$ cat src/common/mps_pkg.sv
// Shared constants and carrier types for the motor protection scan and supervision block.
// Assumes a single 50 MHz system clock and a line-cycle strobe from outside.
package mps_pkg;
    // Clock and supervision timing
    localparam int CLK_HZ = 50000000;
    localparam int WDOG_TIMEOUT_MS = 250;
    localparam int WDOG_CYCLES = CLK_HZ / 1000 * WDOG_TIMEOUT_MS;
    localparam int RST_PULSE_US = 100;
    localparam int RST_PULSE_CYCLES = CLK_HZ / 1000000 * RST_PULSE_US;
    // Scan structure in line cycles
    localparam logic [3:0] SAMPLE_LINE_CYCLES = 4'h000B;
    localparam logic [3:0] CALC_LINE_CYCLES = 4'h0004;
    localparam logic [2:0] SCANS_PER_SECOND = 3'h4;
    localparam logic [9:0] SAMPLES_PER_PHASE = 10'h03C0;
    localparam logic [7:0] SAMPLES_PER_CHANNEL = 8'h00F0;
    localparam logic [2:0] TRIP_SAMPLE_COUNT = 3'h4;
    localparam int NUM_CURRENT_CH = 4;
    // Converter
    localparam int ADC_BITS = 10;
    localparam int ADC_MUX_BITS = 3;
    localparam int SUM_BITS = 18;
    // Nonvolatile store
    localparam int NV_DEPTH = 64;
    localparam int NV_ADDR_BITS = 6;
    localparam int NV_DATA_BITS = 8;
    localparam logic [5:0] NV_SNAP_BASE = 6'h0030;
    // Temperature sensor codes
    localparam logic [9:0] RTD_OPEN_CODE = 10'h03F0;
    localparam logic [9:0] RTD_SHORT_CODE = 10'h0010;
    // Register addresses of the plain register port
    localparam logic [7:0] ADDR_CTRL = 8'h0000;
    localparam logic [7:0] ADDR_STATUS = 8'h0004;
    localparam logic [7:0] ADDR_THR_BASE = 8'h0010;
    localparam logic [7:0] ADDR_SUM_BASE = 8'h0020;
    localparam logic [7:0] ADDR_TEMP = 8'h0030;
    localparam logic [7:0] ADDR_AOUT = 8'h0034;
    localparam logic [7:0] ADDR_NV_BASE = 8'h0040;
    // Control register fields
    localparam int CTRL_KICK_BIT = 0;
    localparam int CTRL_THERM_BIT = 1;
    localparam int CTRL_NICKEL_BIT = 2;
    localparam int CTRL_RTD_EN_BIT = 3;
    localparam int CTRL_TRIP_REQ_BIT = 4;
    localparam int CTRL_ALARM_REQ_BIT = 5;

    typedef struct packed {
        logic [7:0] addr;
        logic [31:0] wdata;
        logic wr;
        logic rd;
    } mps_bus_req_t;

    typedef struct packed {
        logic valid;
        logic [ADC_BITS-1:0] data;
    } mps_adc_t;

    typedef enum logic [1:0] {
        WD_RUN,
        WD_RESET,
        WD_WAIT,
        WD_LOCK
    } mps_wd_state_t;
endpackage : mps_pkg

$ cat src/mps_top.sv
// Scan sequencer, instantaneous trip check, processor watchdog, lockout, power-fail save and NV store.
// Assumes a line-cycle strobe, a converter that returns one sample per start, and a processor on the register port.
//
// Chosen here: the address-and-strobe port and the placing of the registers.
`timescale 1ns/10ps
module mps_top (
    // Clock and reset
    input wire logic i_clk_sys,
    input wire logic i_resetn,
    // Line timing and supply pins
    input wire logic i_line_cycle,
    input wire logic i_supply_above_hi,
    input wire logic i_supply_above_lo,
    input wire logic i_prog_enable,
    input wire logic i_cpu_in_reset,
    // Register port
    input wire logic [7:0] i_addr,
    input wire logic [31:0] i_wdata,
    input wire logic i_wr,
    input wire logic i_rd,
    output logic [31:0] o_rdata,
    // Converter
    output logic o_adc_start,
    output logic [2:0] o_adc_mux,
    input wire logic i_adc_valid,
    input wire logic [9:0] i_adc_data,
    // Outputs
    output logic o_cpu_reset,
    output logic o_pfail_irq,
    output logic o_run_led,
    output logic o_trip_relay,
    output logic o_alarm_relay,
    output logic o_calc_phase,
    output logic o_iso_clk,
    output logic o_iso_data
);
    ////////////////////////////////////////////////////////////////////////////
    // Synchronisers for pins
    logic [1:0] line_s_r, hi_s_r, lo_s_r, pe_s_r, cr_s_r;
    logic line_d_r;
    logic line_tick;
    always_ff @(posedge i_clk_sys or negedge i_resetn) begin
        if (!i_resetn) begin
            line_s_r <= 2'h0;
            hi_s_r <= 2'h0;
            lo_s_r <= 2'h0;
            pe_s_r <= 2'h0;
            cr_s_r <= 2'h0;
            line_d_r <= 1'b0;
        end else begin
            line_s_r <= {line_s_r[0], i_line_cycle};
            hi_s_r <= {hi_s_r[0], i_supply_above_hi};
            lo_s_r <= {lo_s_r[0], i_supply_above_lo};
            pe_s_r <= {pe_s_r[0], i_prog_enable};
            cr_s_r <= {cr_s_r[0], i_cpu_in_reset};
            line_d_r <= line_s_r[1];
        end
    end
    assign line_tick = line_s_r[1] & ~line_d_r;

    mps_pkg::mps_bus_req_t req;
    assign req = '{addr: i_addr, wdata: i_wdata, wr: i_wr, rd: i_rd};

    ////////////////////////////////////////////////////////////////////////////
    // Power good with hysteresis and power-fail save
    logic pgood_r, pfail_r, save_busy_r;
    logic [5:0] save_idx_r;
    always_ff @(posedge i_clk_sys or negedge i_resetn) begin
        if (!i_resetn) begin
            pgood_r <= 1'b0;
        end else if (hi_s_r[1]) begin
            pgood_r <= 1'b1;
        end else if (!lo_s_r[1]) begin
            pgood_r <= 1'b0;
        end
    end
    always_ff @(posedge i_clk_sys or negedge i_resetn) begin
        if (!i_resetn) begin
            pfail_r <= 1'b0;
            save_busy_r <= 1'b0;
            save_idx_r <= 6'h00;
        end else if (pgood_r && !lo_s_r[1]) begin
            pfail_r <= 1'b1;
            save_busy_r <= 1'b1;
            save_idx_r <= 6'h00;
        end else if (save_busy_r) begin
            save_idx_r <= save_idx_r + 6'h01;
            if (save_idx_r == 6'h0F) begin
                save_busy_r <= 1'b0;
            end
        end else if (pgood_r) begin
            pfail_r <= 1'b0;
        end
    end

    ////////////////////////////////////////////////////////////////////////////
    // Watchdog and lockout
    localparam logic [23:0] WD_LIMIT = 24'(mps_pkg::WDOG_CYCLES - 1);
    localparam logic [23:0] RST_LIMIT = 24'(mps_pkg::RST_PULSE_CYCLES - 1);
    mps_pkg::mps_wd_state_t wd_state_r;
    logic [23:0] wd_cnt_r;
    logic nv_block_r, lock_r, cpu_rst_r;
    logic kick;
    assign kick = req.wr && req.addr == mps_pkg::ADDR_CTRL && req.wdata[mps_pkg::CTRL_KICK_BIT];
    always_ff @(posedge i_clk_sys or negedge i_resetn) begin
        if (!i_resetn) begin
            wd_state_r <= mps_pkg::WD_RUN;
            wd_cnt_r <= 24'h0000;
            nv_block_r <= 1'b0;
            lock_r <= 1'b0;
            cpu_rst_r <= 1'b0;
        end else begin
            unique case (wd_state_r)
                mps_pkg::WD_RUN: begin
                    if (kick || !pgood_r) begin
                        wd_cnt_r <= 24'h0000;
                    end else if (wd_cnt_r == WD_LIMIT) begin
                        wd_state_r <= mps_pkg::WD_RESET;
                        wd_cnt_r <= 24'h0000;
                        cpu_rst_r <= 1'b1;
                        nv_block_r <= 1'b1;
                    end else begin
                        wd_cnt_r <= wd_cnt_r + 24'h0001;
                    end
                end
                mps_pkg::WD_RESET: begin
                    if (cr_s_r[1]) begin
                        wd_state_r <= mps_pkg::WD_WAIT;
                        nv_block_r <= 1'b0;
                    end else if (wd_cnt_r == RST_LIMIT) begin
                        wd_state_r <= mps_pkg::WD_LOCK;
                        lock_r <= 1'b1;
                    end else begin
                        wd_cnt_r <= wd_cnt_r + 24'h0001;
                    end
                end
                mps_pkg::WD_WAIT: begin
                    cpu_rst_r <= 1'b0;
                    wd_cnt_r <= 24'h0000;
                    if (!cr_s_r[1]) begin
                        wd_state_r <= mps_pkg::WD_RUN;
                    end
                end
                mps_pkg::WD_LOCK: begin
                    cpu_rst_r <= 1'b1;
                end
            endcase
        end
    end

    ////////////////////////////////////////////////////////////////////////////
    // Control and threshold registers
    logic [5:0] ctrl_r;
    logic [9:0] thr_r [mps_pkg::NUM_CURRENT_CH];
    logic set_ok;
    assign set_ok = pe_s_r[1];
    always_ff @(posedge i_clk_sys or negedge i_resetn) begin
        if (!i_resetn) begin
            ctrl_r <= 6'h00;
        end else if (req.wr && req.addr == mps_pkg::ADDR_CTRL && set_ok) begin
            ctrl_r <= req.wdata[5:0];
        end
    end
    genvar g;
    generate
        for (g = 0; g < mps_pkg::NUM_CURRENT_CH; g++) begin : g_thr
            always_ff @(posedge i_clk_sys or negedge i_resetn) begin
                if (!i_resetn) begin
                    thr_r[g] <= 10'h03FF;
                end else if (req.wr && set_ok && req.addr == mps_pkg::ADDR_THR_BASE + 8'(4 * g)) begin
                    thr_r[g] <= req.wdata[9:0];
                end
            end
        end
    endgenerate

    ////////////////////////////////////////////////////////////////////////////
    // Scan sequencer
    logic [3:0] lc_cnt_r;
    logic calc_r;
    logic [2:0] scan_cnt_r;
    logic phase_start;
    always_ff @(posedge i_clk_sys or negedge i_resetn) begin
        if (!i_resetn) begin
            lc_cnt_r <= 4'h0;
            calc_r <= 1'b1;
            scan_cnt_r <= 3'h0;
        end else if (line_tick && pgood_r && !lock_r) begin
            if (!calc_r && lc_cnt_r == mps_pkg::SAMPLE_LINE_CYCLES - 4'h1) begin
                calc_r <= 1'b1;
                lc_cnt_r <= 4'h0;
            end else if (calc_r && lc_cnt_r == mps_pkg::CALC_LINE_CYCLES - 4'h1) begin
                calc_r <= 1'b0;
                lc_cnt_r <= 4'h0;
                scan_cnt_r <= (scan_cnt_r == mps_pkg::SCANS_PER_SECOND - 3'h1) ? 3'h0 : scan_cnt_r + 3'h1;
            end else begin
                lc_cnt_r <= lc_cnt_r + 4'h1;
            end
        end
    end
    assign phase_start = line_tick && pgood_r && !lock_r && calc_r && lc_cnt_r == mps_pkg::CALC_LINE_CYCLES - 4'h1;

    // Sample pacing: 960 samples over 11 line cycles, so 960/11 per line cycle; spread by line-cycle timer
    logic [19:0] per_r, per_cnt_r;
    logic [23:0] pace_r, pace_lim;
    logic [9:0] samp_cnt_r;
    logic [1:0] ch_r;
    logic start_r, busy_r;
    always_ff @(posedge i_clk_sys or negedge i_resetn) begin
        if (!i_resetn) begin
            per_r <= 20'h0_0000;
            per_cnt_r <= 20'h0_0000;
        end else if (line_tick) begin
            per_r <= per_cnt_r;
            per_cnt_r <= 20'h0_0000;
        end else if (per_cnt_r != 20'hF_FFFF) begin
            per_cnt_r <= per_cnt_r + 20'h0_0001;
        end
    end
    // Eleven measured line periods make one sampling phase
    assign pace_lim = 24'(per_r) * 24'(mps_pkg::SAMPLE_LINE_CYCLES);
    always_ff @(posedge i_clk_sys or negedge i_resetn) begin
        if (!i_resetn) begin
            pace_r <= 24'h00_0000;
            samp_cnt_r <= 10'h000;
            ch_r <= 2'h0;
            start_r <= 1'b0;
            busy_r <= 1'b0;
        end else begin
            start_r <= 1'b0;
            if (phase_start) begin
                pace_r <= pace_lim;
                samp_cnt_r <= 10'h000;
                ch_r <= 2'h0;
                busy_r <= 1'b0;
            end else if (!calc_r && samp_cnt_r < mps_pkg::SAMPLES_PER_PHASE) begin
                // Credit 960 per clock against the phase length: one start every 1/960 of the phase
                if (pace_r >= pace_lim && !busy_r) begin
                    pace_r <= pace_r - pace_lim + 24'(mps_pkg::SAMPLES_PER_PHASE);
                    start_r <= 1'b1;
                    busy_r <= 1'b1;
                end else begin
                    pace_r <= pace_r + 24'(mps_pkg::SAMPLES_PER_PHASE);
                end
                if (i_adc_valid && busy_r) begin
                    busy_r <= 1'b0;
                    samp_cnt_r <= samp_cnt_r + 10'h001;
                    ch_r <= ch_r + 2'h1;
                end
            end else if (calc_r && !busy_r && line_tick) begin
                start_r <= 1'b1;
                busy_r <= 1'b1;
            end else if (i_adc_valid) begin
                busy_r <= 1'b0;
            end
        end
    end

    ////////////////////////////////////////////////////////////////////////////
    // Integration and instantaneous trip
    logic [17:0] sum_r [mps_pkg::NUM_CURRENT_CH];
    logic [2:0] over_r [mps_pkg::NUM_CURRENT_CH];
    logic [3:0] inst_hit;
    logic samp_in;
    assign samp_in = i_adc_valid && busy_r && !calc_r;
    generate
        for (g = 0; g < mps_pkg::NUM_CURRENT_CH; g++) begin : g_ch
            always_ff @(posedge i_clk_sys or negedge i_resetn) begin
                if (!i_resetn) begin
                    sum_r[g] <= 18'h0_0000;
                    over_r[g] <= 3'h0;
                end else if (phase_start) begin
                    sum_r[g] <= 18'h0_0000;
                    over_r[g] <= 3'h0;
                end else if (samp_in && ch_r == 2'(g)) begin
                    sum_r[g] <= sum_r[g] + {8'h00, i_adc_data};
                    if (i_adc_data > thr_r[g] && over_r[g] != mps_pkg::TRIP_SAMPLE_COUNT) begin
                        over_r[g] <= over_r[g] + 3'h1;
                    end
                end
            end
            assign inst_hit[g] = over_r[g] == mps_pkg::TRIP_SAMPLE_COUNT;
        end
    endgenerate

    ////////////////////////////////////////////////////////////////////////////
    // Temperature check, linearisation and relay drive
    logic [9:0] temp_raw_r, temp_lin_r;
    logic sens_alarm_r, trip_r, alarm_r, calc_d_r;
    always_ff @(posedge i_clk_sys or negedge i_resetn) begin
        if (!i_resetn) begin
            temp_raw_r <= 10'h000;
        end else if (i_adc_valid && busy_r && calc_r) begin
            temp_raw_r <= i_adc_data;
        end
    end
    always_ff @(posedge i_clk_sys or negedge i_resetn) begin
        if (!i_resetn) begin
            temp_lin_r <= 10'h000;
            sens_alarm_r <= 1'b0;
            calc_d_r <= 1'b0;
        end else begin
            calc_d_r <= calc_r;
            if (calc_r && !calc_d_r) begin
                // Nickel curve: subtract a quadratic bow term
                temp_lin_r <= ctrl_r[mps_pkg::CTRL_NICKEL_BIT]
                    ? temp_raw_r - 10'(({10'h000, temp_raw_r} * {10'h000, temp_raw_r}) >> 12)
                    : temp_raw_r;
                sens_alarm_r <= ctrl_r[mps_pkg::CTRL_RTD_EN_BIT] && !ctrl_r[mps_pkg::CTRL_THERM_BIT]
                    && (temp_raw_r >= mps_pkg::RTD_OPEN_CODE || temp_raw_r <= mps_pkg::RTD_SHORT_CODE);
            end
        end
    end
    always_ff @(posedge i_clk_sys or negedge i_resetn) begin
        if (!i_resetn) begin
            trip_r <= 1'b0;
            alarm_r <= 1'b0;
        end else if (lock_r) begin
            trip_r <= 1'b0;
            alarm_r <= 1'b0;
        end else begin
            trip_r <= |inst_hit || (calc_r && ctrl_r[mps_pkg::CTRL_TRIP_REQ_BIT]);
            alarm_r <= sens_alarm_r || (calc_r && ctrl_r[mps_pkg::CTRL_ALARM_REQ_BIT]);
        end
    end

    ////////////////////////////////////////////////////////////////////////////
    // Nonvolatile store
    logic [7:0] nv_mem_r [mps_pkg::NV_DEPTH];
    logic [7:0] aout_r;
    logic nv_wr;
    assign nv_wr = req.wr && req.addr[7:6] == 2'h1 && set_ok && !nv_block_r && pgood_r;
    always_ff @(posedge i_clk_sys) begin
        if (nv_wr) begin
            nv_mem_r[req.addr[5:0]] <= req.wdata[7:0];
        end else if (save_busy_r) begin
            nv_mem_r[mps_pkg::NV_SNAP_BASE + save_idx_r[3:0]] <= sum_r[save_idx_r[1:0]][17:10];
        end
    end

    ////////////////////////////////////////////////////////////////////////////
    // Isolated output serial stream
    logic [7:0] sh_r;
    logic [3:0] bit_r;
    logic isoc_r;
    always_ff @(posedge i_clk_sys or negedge i_resetn) begin
        if (!i_resetn) begin
            aout_r <= 8'h00;
            sh_r <= 8'h00;
            bit_r <= 4'h0;
            isoc_r <= 1'b0;
        end else begin
            if (req.wr && req.addr == mps_pkg::ADDR_AOUT) begin
                aout_r <= req.wdata[7:0];
            end
            if (line_tick) begin
                if (bit_r == 4'h0) begin
                    sh_r <= aout_r;
                    bit_r <= 4'h8;
                    isoc_r <= 1'b0;
                end else begin
                    isoc_r <= ~isoc_r;
                    if (isoc_r) begin
                        sh_r <= {sh_r[6:0], 1'b0};
                        bit_r <= bit_r - 4'h1;
                    end
                end
            end
        end
    end

    ////////////////////////////////////////////////////////////////////////////
    // Read data and output registers
    always_ff @(posedge i_clk_sys or negedge i_resetn) begin
        if (!i_resetn) begin
            o_rdata <= 32'h0000_0000;
        end else if (req.rd) begin
            if (req.addr == mps_pkg::ADDR_CTRL) begin
                o_rdata <= {26'h000_0000, ctrl_r};
            end else if (req.addr == mps_pkg::ADDR_STATUS) begin
                o_rdata <= {21'h00_0000, scan_cnt_r, calc_r, |inst_hit, sens_alarm_r, pfail_r,
                            pgood_r, nv_block_r, lock_r, pe_s_r[1]};
            end else if (req.addr[7:4] == 4'h1) begin
                o_rdata <= {22'h00_0000, thr_r[req.addr[3:2]]};
            end else if (req.addr[7:4] == 4'h2) begin
                o_rdata <= {14'h0000, sum_r[req.addr[3:2]]};
            end else if (req.addr == mps_pkg::ADDR_TEMP) begin
                o_rdata <= {22'h00_0000, temp_lin_r};
            end else if (req.addr[7:6] == 2'h1) begin
                o_rdata <= {24'h00_0000, nv_mem_r[req.addr[5:0]]};
            end else begin
                o_rdata <= 32'h0000_0000;
            end
        end
    end
    always_ff @(posedge i_clk_sys or negedge i_resetn) begin
        if (!i_resetn) begin
            o_adc_start <= 1'b0;
            o_adc_mux <= 3'h0;
            o_cpu_reset <= 1'b1;
            o_pfail_irq <= 1'b0;
            o_run_led <= 1'b0;
            o_trip_relay <= 1'b0;
            o_alarm_relay <= 1'b0;
            o_calc_phase <= 1'b1;
            o_iso_clk <= 1'b0;
            o_iso_data <= 1'b0;
        end else begin
            o_adc_start <= start_r;
            o_adc_mux <= calc_r ? 3'h4 : {1'b0, ch_r};
            o_cpu_reset <= cpu_rst_r || !pgood_r;
            o_pfail_irq <= pfail_r;
            o_run_led <= !lock_r && pgood_r;
            o_trip_relay <= trip_r && !lock_r;
            o_alarm_relay <= alarm_r && !lock_r;
            o_calc_phase <= calc_r;
            o_iso_clk <= isoc_r;
            o_iso_data <= sh_r[7];
        end
    end
endmodule : mps_top

$ cat config.mk
export PLATFORM = sky130hd
export DESIGN_NAME = mps_top
export DESIGN_NICKNAME = d
export VERILOG_FILES = /design/src/common/mps_pkg.sv /design/src/mps_top.sv
export SDC_FILE = /design/constraint.sdc
export NUM_CORES = 2
export LEC_CHECK = 0
export BUFFER_PORTS_ARGS = -buffer_cell sky130_fd_sc_hd__buf_2
export CORE_ASPECT_RATIO = 0.6
export CORE_MARGIN = 4
export CORE_UTILIZATION = 30
export DETAILED_ROUTE_END_ITERATION = 8
export PLACE_DENSITY = 0.48
export SYNTH_ARGS = -nofsm -noshare
export SYNTH_HDL_FRONTEND = slang
export SYNTH_SLANG_ARGS = --single-unit
$ cat constraint.sdc
create_clock -name i_clk_sys -period 8.7 [get_ports i_clk_sys]
set_input_delay 0.435 -clock i_clk_sys [delete_from_list [all_inputs] [get_ports i_clk_sys]]
set_output_delay 0.435 -clock i_clk_sys [all_outputs]
set_load 0.005 [all_outputs]
==> flow_summary_export.csv <==
group,metric,value,unit
run_status,outcome,"finished clean",
timing,rsz0062_at_grt,"false",
logic_synthesis,yosys-top-cells-area,"edfxtp_1 (34%), dfrtp_1 (17%), mux4_2 (9.7%)",
pwr,p_leak,19.8,nW
logic_synthesis,synth.largest_area_cell,"edfxtp_1",
clock_network,cts_buffer_depth,3,
worst_setup_path,path_class,"flip-flop to flip-flop",
finish,finalNonFillerCells,5621,
timing,fmax,138,MHz
pwr,p_int,8.83,mW
pwr,power.switching,4.76,mW
timing,hold_slack,0.0714,ns
worst_setup_path,cp-end-kind,"flip-flop",
worst_setup_path,cp_common_cell,"fa_1",
placed_design,gp_congestion,0.801,
logic_synthesis,ys_warn_count,0,
route,drc_errors,0,
logic_synthesis,synth-async-reset-ratio,0.398,
global_routing,grt_pass1_wl,188,mm
worst_setup_path,crit_family,"adder cells",
logic_synthesis,synth.distinct_cells,74,
logic_synthesis,synthCells,3473,
floorplanning,start_util,0.303,
floorplanning,row_count,109,
timing,timing.final.max_slew_violations,0,
route,first_iter_violations,2474,
finish,fin_nets,3944,
logic_synthesis,avgSynthCellArea,12.9,µm²
pwr,ir_drop,178,µV
global_routing,grt_usage,0.160,
global_routing,grt_pass1_vias,27400,
worst_setup_path,cp_slowest_cell,"dfrtp_1",
timing,hold_viol_final,0,
logic_synthesis,ys_ff_latch,851,
clock_network,cts_resized,0,
floorplanning,die_h,307,µm
route,wl_per_cell,22.2,µm
pwr,finalPower,13.6,mW
logic_synthesis,synth-seq-area-share,0.534,
finish,design_area,0.0504,mm²
placed_design,dpl_worst_slack,1.51,ns
clock_network,clk_latency,0.72,ns
clock_network,clockRootBuffer,"clkbuf_16",
pwr,p_comb_frac,0.307,
clock_network,clk_pin_slew,0.06,ns
global_routing,grt-ovfl-total,0,
pwr,clockPowerShare,0.287,
timing,tns,0,ns
pwr,p_sw_frac,0.351,
timing,setup_viol,0,
worst_setup_path,cp.arrival,7.85,ns
global_routing,antenna_found_initial,19,
timing,fin_crit,7.27,ns
logic_synthesis,synth_most_common_cell,"edfxtp_1",
placed_design,placed_cell_area,0.0473,mm²
min_path,hold_class,"input port to flip-flop",
global_routing,grt_max_degree,131,
worst_setup_path,cp-start-kind,"flip-flop",
timing,worst_slew_pin_slew,1.23,ns
worst_setup_path,timing.critical_path.buf_inv,3,
clock_network,htreeDepth,3,
floorplanning,core,0.148,mm²
pwr,powerDensity,270,mW/mm²
floorplanning,io_pins,104,
timing,min_period_over_period,0.836,
route,vias_per_cell,4.98,
route,ant_nets,0,
finish,area_growth_syn_to_layout,12.6,%
finish,drive_gt1_frac,0.156,
run,max-cap-violations,0,
worst_setup_path,required,9.28,ns
clock_network,cts_tree,"built",
timing,relSlewSlack,0.174,
floorplanning,die-area,0.156,mm²
pwr,seqPwrFrac,0.406,
logic_synthesis,syn_area,0.0448,mm²
timing,finClkSkew,0.0532,ns
logic_synthesis,dominantRegCellSynth,"edfxtp_1",
worst_setup_path,path_max_fanout,14,
clock_network,cts_sinks,851,
route,dr.pass1.iters,5,
floorplanning,die-width,507,µm
finish,final_util,0.341,
placed_design,place_inst,5444,
logic_synthesis,synth-edff-count,512,
placed_design,dp_hpwl,87.4,mm
finish,final.fill_count,14400,
route,vias,28000,
logic_synthesis,netlist.area_leader.share,0.343,
placed_design,io_buffer_count,67,
logic_synthesis,synth_common_cells,"edfxtp_1 (512), dfrtp_1 (296), inv_1 (272), nand2_1 (266), ha_1 (258)",
clock_network,cts_made_buffers,90,
worst_setup_path,cpPeakStageDelay,0.75,ns
timing,setup_ws,1.43,ns
route,routed_wl,125,mm
power groups by stage:
stage	clock network, mW	registers (mW)	logic (mW)
after floorplan	0	5.36	2.92
after global placement	0	5.58	4.11
after detailed placement	0	5.58	4.14
after CTS	4.02	5.51	4.16
after global routing	4.18	5.57	4.64
final	3.91	5.52	4.17
metal layers:
metal,up-vias,global-route usage,share of wire
li1,12900,-,-
met1,14300,0.269,0.54
met2,722,0.206,0.38
met3,127,0.0349,0.066
met4,0,0.0258,0.014
met5,-,0,0
logic make-up after synthesis:
family | Yosys count | share of synthesized area
flops | 851 | 0.534
simple gates | 855 | 0.0887
fa+ha+maj | 336 | 0.107
xor+xnor | 146 | 0.0286
compound gates | 573 | 0.0825
other cells | 1 | 0.0000838
buf+inv | 414 | 0.0371
mux | 297 | 0.122
cell type report:
cell class / count / area [µm²] / area share
multi-input cells: 2221 / 19300 / 0.382
inverters: 272 / 1020 / 0.0203
clock inverters: 46 / 566 / 0.0112
repair buffers: 112 / 741 / 0.0147
flip-flops and latches: 851 / 23900 / 0.474
diodes: 3 / 7.51 / 0.000149
well taps: 1998 / 2500 / 0.0496
clock buffers: 118 / 2400 / 0.0476
placed cells by master, fill, tap and decap left out, types with 69 or more instances in the layout:
cell / synthesis / routed
dfrtp_1: 296 / 296
xor2_1: 74 / 74
inv_1: 272 / 272
xnor2_1: 72 / 72
nand3_1: 69 / 69
nor2_1: 257 / 256
edfxtp_1: 512 / 512
clkbuf_16: 0 / 90
nand2_1: 266 / 266
fa_1: 78 / 78
a21oi_1: 122 / 122
ha_1: 258 / 258
mux4_2: 192 / 192
o21ai_0: 146 / 146
sequential cells by signal, summed over array words and instances, names as in the netlist, 3 cells and up:
name        count
aout_r          8
bit_r           4
ctrl_r          6
lc_cnt_r        4
nv_mem_r      512
o_rdata        18
over_r         12
pace_r         24
per_cnt_r      20
per_r          20
samp_cnt_r     10
save_idx_r      6
scan_cnt_r      3
sh_r            8
sum_r          72
temp_lin_r     10
temp_raw_r     10
thr_r          40
wd_cnt_r       24
worst register-to-register path, cell delays in order, from the launching register on:
cell	delay [ns]
dfrtp_1	0.75
nand2_1	0.19
inv_1	0.11
fa_1	0.45
fa_1	0.55
fa_1	0.47
fa_1	0.57
inv_1	0.06
fa_1	0.54
inv_1	0.05
ha_1	0.20
or3_1	0.37
a221o_1	0.29
a21oi_1	0.24
nor2b_1	0.09
or3_1	0.31
nand2_1	0.14
ha_1	0.24
nor2b_1	0.12
o21ai_0	0.20
a21boi_0	0.17
o21ai_0	0.22
a21boi_0	0.16
o21a_1	0.19
nor2_1	0.19
mux2i_1	0.22
o22ai_1	0.09
final timing paths:
kind / from / to / slack [ns] / cells after the start
max: temp_raw_r[6] / temp_lin_r[9] / 1.43 / 26
min: i_wdata[1] / thr_r[31] / 0.07 / 3
max reg2reg: temp_raw_r[6] / temp_lin_r[9] / 1.43 / 26
min reg2reg: pe_s_r[0] / pe_s_r[1] / 0.34 / 0
max in group asynchronous: i_resetn / wd_cnt_r[9] / 6.22 / 4
min in group asynchronous: i_resetn / temp_raw_r[8] / 0.29 / 2
what timing repair did:
item / 4_1_cts / 5_1_grt
hold buffers: 10 / 0
setup buffers: 0 / 0
endpoints found under the hold margin: 76 / 0
No activity file was read; power rests on OpenSTA's default activity.
